File: config.mk
export PLATFORM = sky130hd
export DESIGN_NAME = civ_core_irq_vectoring
export DESIGN_NICKNAME = d
export VERILOG_FILES = /design/src/rtl/civ_pkg.sv /design/src/rtl/civ_core_irq_vectoring.sv
export SDC_FILE = /design/constraint.sdc
export NUM_CORES = 1
export LEC_CHECK = 0
export BUFFER_PORTS_ARGS = -buffer_cell sky130_fd_sc_hd__buf_4
export CORE_MARGIN = 4
export CORE_UTILIZATION = 55
export DETAILED_ROUTE_END_ITERATION = 16
export PLACE_DENSITY = 0.87
export SETUP_SLACK_MARGIN = 0.15
export SLEW_MARGIN = 10
export SYNTH_ARGS = -nofsm -noshare
export SYNTH_HDL_FRONTEND = slang
export SYNTH_SLANG_ARGS = --single-unit
File: constraint.sdc
create_clock -name CLK_SYS -period 5.1 [get_ports CLK_SYS]
set_input_delay 1.02 -clock CLK_SYS [delete_from_list [all_inputs] [get_ports CLK_SYS]]
set_output_delay 1.02 -clock CLK_SYS [all_outputs]
set_load 0.01 [all_outputs]
File: src/rtl/civ_pkg.sv
// Constants and types for the core interrupt vectoring block
// Notes on behaviour
// - Finish current instruction, then redirect to vector
// - Uncleared arithmetic exception stays pending, refires
// - Core priorities fixed; peripheral routing fixed, line i to number 11+i
// - Vector offset equals four times number
// - Emulator zero highest at 0x00; reset at 0x04
// - Illegal or misaligned access is number 2
// - Stack overflow or full is number 3
// - Core timer uses number 4 or 32
// - 5 serial error, 6 breakpoint, 7 reserved
// - 8-10 external lines, 11-29 peripheral
// - 30 and 31 are circular buffer wraps
// - 33-36 are the arithmetic exceptions
// - 37 is the low-priority emulator request
// - 38-41 software requests; 41 lowest
// - 17-24 and 28-29 sit in second latch
package civ_pkg;
    localparam int          CIV_NUM_IRQ      = 42;
    localparam int          CIV_NUM_IDX_W    = 6;
    localparam int          CIV_VEC_W        = 8;
    localparam int          CIV_VEC_STEP     = 4;
    localparam int          CIV_EXT_LO_A     = 17;
    localparam int          CIV_EXT_HI_A     = 24;
    localparam int          CIV_EXT_LO_B     = 28;
    localparam int          CIV_EXT_HI_B     = 29;
    localparam int          CIV_IRQ_EMU_HI   = 0;
    localparam int          CIV_IRQ_RESET    = 1;
    localparam int          CIV_IRQ_ILLEGAL  = 2;
    localparam int          CIV_IRQ_STACK    = 3;
    localparam int          CIV_IRQ_TMR_HI   = 4;
    localparam int          CIV_IRQ_SPERR    = 5;
    localparam int          CIV_IRQ_BKPT     = 6;
    localparam int          CIV_IRQ_RSVD     = 7;
    localparam int          CIV_IRQ_EXT_LINE = 8;
    localparam int          CIV_IRQ_PERIPH   = 11;
    localparam int          CIV_NUM_PERIPH   = 19;
    localparam int          CIV_IRQ_CB_A     = 30;
    localparam int          CIV_IRQ_CB_B     = 31;
    localparam int          CIV_IRQ_TMR_LO   = 32;
    localparam int          CIV_IRQ_ARITH    = 33;
    localparam int          CIV_NUM_ARITH    = 4;
    localparam int          CIV_IRQ_EMU_LO   = 37;
    localparam int          CIV_IRQ_SOFT     = 38;
    localparam int          CIV_NUM_SOFT     = 4;
    localparam logic [41:0] CIV_LATCH_RST    = 42'h000_0000_0000;
    localparam logic [41:0] CIV_MASK_RST     = 42'h000_0000_0003;

    typedef enum logic [1:0] {CIV_IDLE, CIV_WAIT_DONE, CIV_SERVICE} civ_state_t;

    typedef struct packed {
        civ_state_t                 state;
        logic [CIV_NUM_IRQ-1:0]     latch;
        logic [CIV_NUM_IRQ-1:0]     in_service;
        logic [CIV_NUM_IDX_W-1:0]   cur_num;
        logic                       take;
        logic [CIV_VEC_W-1:0]       vec;
        logic [CIV_NUM_IDX_W-1:0]   num;
        logic                       busy;
        logic [CIV_NUM_IRQ-1:0]     latch_main;
        logic [CIV_NUM_IRQ-1:0]     latch_ext;
    } civ_regs_t;
endpackage

File: src/rtl/civ_core_irq_vectoring.sv
// Core interrupt latch, fixed-priority selection and vector generation
`timescale 1ns/10ps
module civ_core_irq_vectoring
    import civ_pkg::*;
(
    input  wire logic                      CLK_SYS,
    input  wire logic                      ARST_N,
    input  wire logic                      EMU_HIGH_IRQ,
    input  wire logic                      RESET_IRQ,
    input  wire logic                      ILLEGAL_IOP_ACCESS,
    input  wire logic                      MISALIGNED_LONG_ACCESS,
    input  wire logic                      STATUS_STACK_OVF,
    input  wire logic                      MODE_STACK_OVF,
    input  wire logic                      PC_STACK_FULL,
    input  wire logic                      CORE_TIMER_ZERO,
    input  wire logic                      TIMER_LOW_PRIO_SEL,
    input  wire logic                      SERIAL_PORT_ERR_IRQ,
    input  wire logic                      SPERR_PRESENT,
    input  wire logic                      HW_BREAKPOINT_IRQ,
    input  wire logic [2:0]                EXT_LINE_IRQ,
    input  wire logic [CIV_NUM_PERIPH-1:0] PERIPH_IRQ,
    input  wire logic                      CIRCBUF_A_WRAP_IRQ,
    input  wire logic                      CIRCBUF_B_WRAP_IRQ,
    input  wire logic [CIV_NUM_ARITH-1:0]  ARITH_STATUS,
    input  wire logic                      EMU_LOW_IRQ,
    input  wire logic [CIV_NUM_SOFT-1:0]   SOFT_IRQ_SET,
    input  wire logic [CIV_NUM_IRQ-1:0]    IRQ_MASK_REG,
    input  wire logic                      GLOBAL_IRQ_EN,
    input  wire logic                      INSTR_DONE,
    input  wire logic                      RETURN_FROM_IRQ,
    output logic                           IRQ_TAKE,
    output logic [CIV_VEC_W-1:0]           IRQ_VECTOR,
    output logic [CIV_NUM_IDX_W-1:0]       IRQ_NUMBER,
    output logic                           IRQ_BUSY,
    output logic [CIV_NUM_IRQ-1:0]         IRQ_LATCH_MAIN,
    output logic [CIV_NUM_IRQ-1:0]         IRQ_LATCH_EXT
);
    logic       rst_s1_ff;
    logic       rst_s2_ff;
    civ_regs_t  cur_ff;
    civ_regs_t  nxt_cur;
    logic [CIV_NUM_IRQ-1:0] raw_req;
    logic [CIV_NUM_IRQ-1:0] ext_sel;
    logic [CIV_NUM_IRQ-1:0] elig;
    logic                   any_elig;
    logic [CIV_NUM_IDX_W-1:0] win_num;

    always_ff @(posedge CLK_SYS or negedge ARST_N)
    begin
        if (!ARST_N)
        begin
            rst_s1_ff <= 1'b0;
            rst_s2_ff <= 1'b0;
        end
        else
        begin
            rst_s1_ff <= 1'b1;
            rst_s2_ff <= rst_s1_ff;
        end
    end

    // Source wiring into fixed slots
    always_comb
    begin
        raw_req                  = '0;
        raw_req[CIV_IRQ_EMU_HI]  = EMU_HIGH_IRQ;
        raw_req[CIV_IRQ_RESET]   = RESET_IRQ;
        raw_req[CIV_IRQ_ILLEGAL] = ILLEGAL_IOP_ACCESS | MISALIGNED_LONG_ACCESS;
        raw_req[CIV_IRQ_STACK]   = STATUS_STACK_OVF | MODE_STACK_OVF | PC_STACK_FULL;
        raw_req[CIV_IRQ_TMR_HI]  = CORE_TIMER_ZERO & ~TIMER_LOW_PRIO_SEL;
        raw_req[CIV_IRQ_TMR_LO]  = CORE_TIMER_ZERO & TIMER_LOW_PRIO_SEL;
        raw_req[CIV_IRQ_SPERR]   = SERIAL_PORT_ERR_IRQ & SPERR_PRESENT;
        raw_req[CIV_IRQ_BKPT]    = HW_BREAKPOINT_IRQ;
        raw_req[CIV_IRQ_RSVD]    = 1'b0;
        for (int i = 0; i < 3; i++)
            raw_req[CIV_IRQ_EXT_LINE + i] = EXT_LINE_IRQ[2 - i];
        for (int i = 0; i < CIV_NUM_PERIPH; i++)
            raw_req[CIV_IRQ_PERIPH + i] = PERIPH_IRQ[i];
        raw_req[CIV_IRQ_CB_A]    = CIRCBUF_A_WRAP_IRQ;
        raw_req[CIV_IRQ_CB_B]    = CIRCBUF_B_WRAP_IRQ;
        for (int i = 0; i < CIV_NUM_ARITH; i++)
            raw_req[CIV_IRQ_ARITH + i] = ARITH_STATUS[i];
        raw_req[CIV_IRQ_EMU_LO]  = EMU_LOW_IRQ;
        for (int i = 0; i < CIV_NUM_SOFT; i++)
            raw_req[CIV_IRQ_SOFT + i] = SOFT_IRQ_SET[i];
    end

    // Latch bank split
    genvar g;
    generate
        for (g = 0; g < CIV_NUM_IRQ; g++)
        begin : gen_bank
            assign ext_sel[g] = ((g >= CIV_EXT_LO_A) && (g <= CIV_EXT_HI_A)) ||
                                ((g >= CIV_EXT_LO_B) && (g <= CIV_EXT_HI_B));
        end
    endgenerate

    assign elig = cur_ff.latch & IRQ_MASK_REG & ~cur_ff.in_service;

    // Fixed priority: lowest number wins
    always_comb
    begin
        any_elig = 1'b0;
        win_num  = '0;
        for (int i = CIV_NUM_IRQ - 1; i >= 0; i--)
        begin
            if (elig[i])
            begin
                any_elig = 1'b1;
                win_num  = CIV_NUM_IDX_W'(i);
            end
        end
    end

    always_comb
    begin
        nxt_cur       = cur_ff;
        nxt_cur.take  = 1'b0;
        unique case (cur_ff.state)
            CIV_IDLE:
            begin
                if (any_elig && GLOBAL_IRQ_EN)
                begin
                    nxt_cur.cur_num = win_num;
                    nxt_cur.state   = CIV_WAIT_DONE;
                end
            end
            CIV_WAIT_DONE:
            begin
                if (INSTR_DONE)
                begin
                    nxt_cur.take                       = 1'b1;
                    nxt_cur.num                        = cur_ff.cur_num;
                    nxt_cur.vec                        = CIV_VEC_W'(cur_ff.cur_num * CIV_VEC_STEP);
                    nxt_cur.in_service[cur_ff.cur_num] = 1'b1;
                    nxt_cur.latch[cur_ff.cur_num]      = 1'b0;
                    nxt_cur.busy                       = 1'b1;
                    nxt_cur.state                      = CIV_SERVICE;
                end
            end
            CIV_SERVICE:
            begin
                if (RETURN_FROM_IRQ)
                begin
                    nxt_cur.in_service[cur_ff.num] = 1'b0;
                    nxt_cur.busy                   = 1'b0;
                    nxt_cur.state                  = CIV_IDLE;
                end
            end
            default:
                nxt_cur.state = CIV_IDLE;
        endcase
        // Arrivals set the latch; a set beats the acknowledge clear
        nxt_cur.latch = nxt_cur.latch | raw_req;
        // Bank copies registered so the outputs come straight from flops
        nxt_cur.latch_main = nxt_cur.latch & ~ext_sel;
        nxt_cur.latch_ext  = nxt_cur.latch & ext_sel;
    end

    always_ff @(posedge CLK_SYS or negedge rst_s2_ff)
    begin
        if (!rst_s2_ff)
        begin
            cur_ff <= '{state: CIV_IDLE, latch: CIV_LATCH_RST, in_service: '0,
                        cur_num: '0, take: 1'b0, vec: '0, num: '0, busy: 1'b0,
                        latch_main: CIV_LATCH_RST, latch_ext: CIV_LATCH_RST};
        end
        else
        begin
            cur_ff <= nxt_cur;
        end
    end

    assign IRQ_TAKE       = cur_ff.take;
    assign IRQ_VECTOR     = cur_ff.vec;
    assign IRQ_NUMBER     = cur_ff.num;
    assign IRQ_BUSY       = cur_ff.busy;
    assign IRQ_LATCH_MAIN = cur_ff.latch_main;
    assign IRQ_LATCH_EXT  = cur_ff.latch_ext;

    // Every slot keeps its own request
    generate
        for (g = 0; g < CIV_NUM_IRQ; g++)
        begin : gen_slot_chk

        end
    endgenerate
endmodule

==> metrics <==
status finished, final reports clean; Max rail drop VDD 0.2194 mV; P&R area growth vs syn 14.30%; routed vias 4,832; IO buf count 147; Leak 0.002895 uW; Slew Limit Fails 0; synthesized area per cell 9.246 um^2; RSZ-0062 raised after global routing no; clk slew on worst S/H paths 0.10 ns; Mapped Area 0.005668 mm^2; Fmax 0.4291 GHz; Post-CTS Setup Bufs 0; area of the multi-input gates 0.002409 mm^2; CP peak stage delay 0.56 ns; Most Frequent Cell on Critical Path nand2_1; Worst Tran Pin Value 1.120 ns; Die ar. 0.01199 mm^2; worst min path class flip-flop to flip-flop; CTS tree built; core area 0.009910 mm^2; Max H-tree Level 3; fin nets 794; Storage cell area 0.002556 mm^2; post-synthesis sequential area ratio 45.03%; CTS sink count 102; worst hold start rst_s1_ff; #FFs+latches synth 102; Max clock buf depth 2; initial core utilization 57.20%; Worst path top cell family by delay simple AND/OR/NAND/NOR gates; initial detailed-routing violation count 442; Worst path slowest cell nor4_4; Critical Path RT 5.37 ns; TNS Setup 0 ns; crit path launch type input port; Die Y 109.5 um; gr usage total 26.00%; post-layout minimum cycle time 2.330 ns; die width 109.5 um; CP Max Fanout 15; Worst slew margin 24.79%; Worst Path Buf+Inv 1; largest net degree at the start of global routing 52; Synth Instances 613; number of remaining DRC errors 0; final hold vios 0; EDFF count, synth 0; Remaining Overflow, GRT 0; WL/cell 18.42 um; worst reg2reg path startpoint cur_ff[100]; crit path cell chain buf_4 -> nand2_1 -> or2_4 -> nor4_4 -> nand2_1 -> a2111o_1; total wire length 15,470 um; clk root buf clkbuf_8; vias in the first global route 4,617; first-pass GRT wire length 23,910 um; CP Data Arrival Time 2.60 ns; Power Total 2305 uW; launching element of the worst setup path INSTR_DONE; clock latency on the worst-skew pair 0.38 ns; Synth Flop Type dfrtp_1; clock buffer count from CTS 9; layout cells sized above 1 26.17%; Cell variety after synth 53; IO Pins 192; Hold WS 0.3605 ns; Fillers 793; post_cts resized 0; asr flop ratio synth 100.0%; Ant. Diodes 0; Worst Path Class, Setup input port to flip-flop; Worst Clk Skew 0.009578 ns; final setup violation count 0; Rows 36; Detail Route Antenna Nets 0; Crit. End Element flip-flop; vias per cell 5.752; final worst path period share 45.69%; Max-cap violations 0; Pwr Density 355.8 mW/mm^2; synth warn 0; DP Wirelength 11,410 um; initial antenna violation count 0; DR pass1 iterations 5; cts hold-fix bufs 0; gpl congestion 0.9629
==> registers in the layout, summed over array words and instances (netlist names) <==
register	flops
IRQ_BUSY	1
IRQ_LATCH_MAIN	1
IRQ_TAKE	1
IRQ_VECTOR	6
cur_ff	91
rst_s1_ff	1
rst_s2_ff	1
==> Yosys cell counts (2+ instances only) <==
library cell	instances	area [um^2]
a21boi_0	2	15.01
a31oi_1	8	50.05
nand2_1	90	337.8
nor2b_1	6	37.54
a31o_2	2	17.52
buf_4	101	758.2
nand4_1	9	56.30
or4_1	2	15.01
a21oi_1	80	400.4
nor3_4	3	48.80
clkbuf_1	6	22.52
nand3_1	7	35.03
conb_1	2	7.510
dfrtp_1	102	2552
inv_1	5	18.77
o21ai_0	13	65.06
nor3_1	8	40.04
nor3b_2	4	50.05
o211ai_1	2	15.01
a21o_1	36	270.3
nand2_4	2	22.52
and3_1	3	18.77
nand3b_1	40	300.3
and3b_1	4	35.03
nor3b_1	2	15.01
o21a_1	2	15.01
buf_6	4	45.04
nor2_1	34	127.6
a22o_1	2	17.52
nand2b_1	7	43.79
buf_2	3	15.01
==> area by class of cell <==
class	count	share of cell area, %
flip-flops and latches	102	39.46
multi-input cells	433	37.18
repair buffers	150	17.38
well taps	133	2.569
clock buffers	9	1.912
clock inverters	7	1.139
inverters	6	0.3669
==> kinds of logic after synthesis <==
kind of cell           after synthesis  share of synthesized area (%)
AO/OA/AOI/OAI                      159                          17.17
buffers and inverters              121                          15.32
flip-flops                         102                          45.03
multiplexers                         1                         0.1766
other                                2                         0.1325
AND/OR/NAND/NOR                    228                          22.16
==> cells in the final DEF, fill, tap and decap left out, drive strengths merged, types with 7 or more instances in the layout <==
cell	n
a21o	36
a21oi	80
a31oi	8
buf	150
clkbuf	9
conb	45
dfrtp	102
nand2	92
nand2b	7
nand3	7
nand3b	40
nand4	9
nor2	35
nor3	12
o21ai	14
==> per-layer routing <==
metal  global-route usage, %  up-vias  part of all wire, %
li1                        -     2171                    -
met1                   35.29     2294                   39
met2                   40.24      324                   46
met3                   7.634       43                   13
met4                   8.370        0                  2.6
met5                       0        -                    0
==> worst register-to-register path, cell delays in order, from the launching register on <==
cell	delay, ns
dfrtp_1	0.46
inv_1	0.17
nor3b_2	0.85
nand2_1	0.12
a2111o_1	0.44
==> worst paths after layout <==
kind,endpoint,slack (ns),cells past startpoint
max,cur_ff[151],2.77,6
min,rst_s2_ff,0.36,0
max reg2reg,cur_ff[151],2.96,4
min reg2reg,rst_s2_ff,0.36,0
max in group asynchronous,cur_ff[170],3.63,1
min in group asynchronous,cur_ff[181],0.37,0
==> through the flow <==
stage	instance area [um^2]	std cells	worst slack (ns)	utilization (%)
2_1_floorplan	5829	656	2.048	-
3_3_place_gp	6281	824	2.418	63.38
3_5_place_dp	6281	824	2.365	63.38
4_1_cts	6479	840	2.778	65.38
5_1_grt	6479	840	2.620	65.38
6_report	6479	840	2.770	65.38
==> power breakdown <==
group	internal, uW	leakage, uW	switching (uW)	total, uW
clock	229	0.0000996	295	524
combinational	284	0.00163	416	700
sequential	924	0.00117	157	1080
Note: power is estimated with default switching activity, not from simulation.
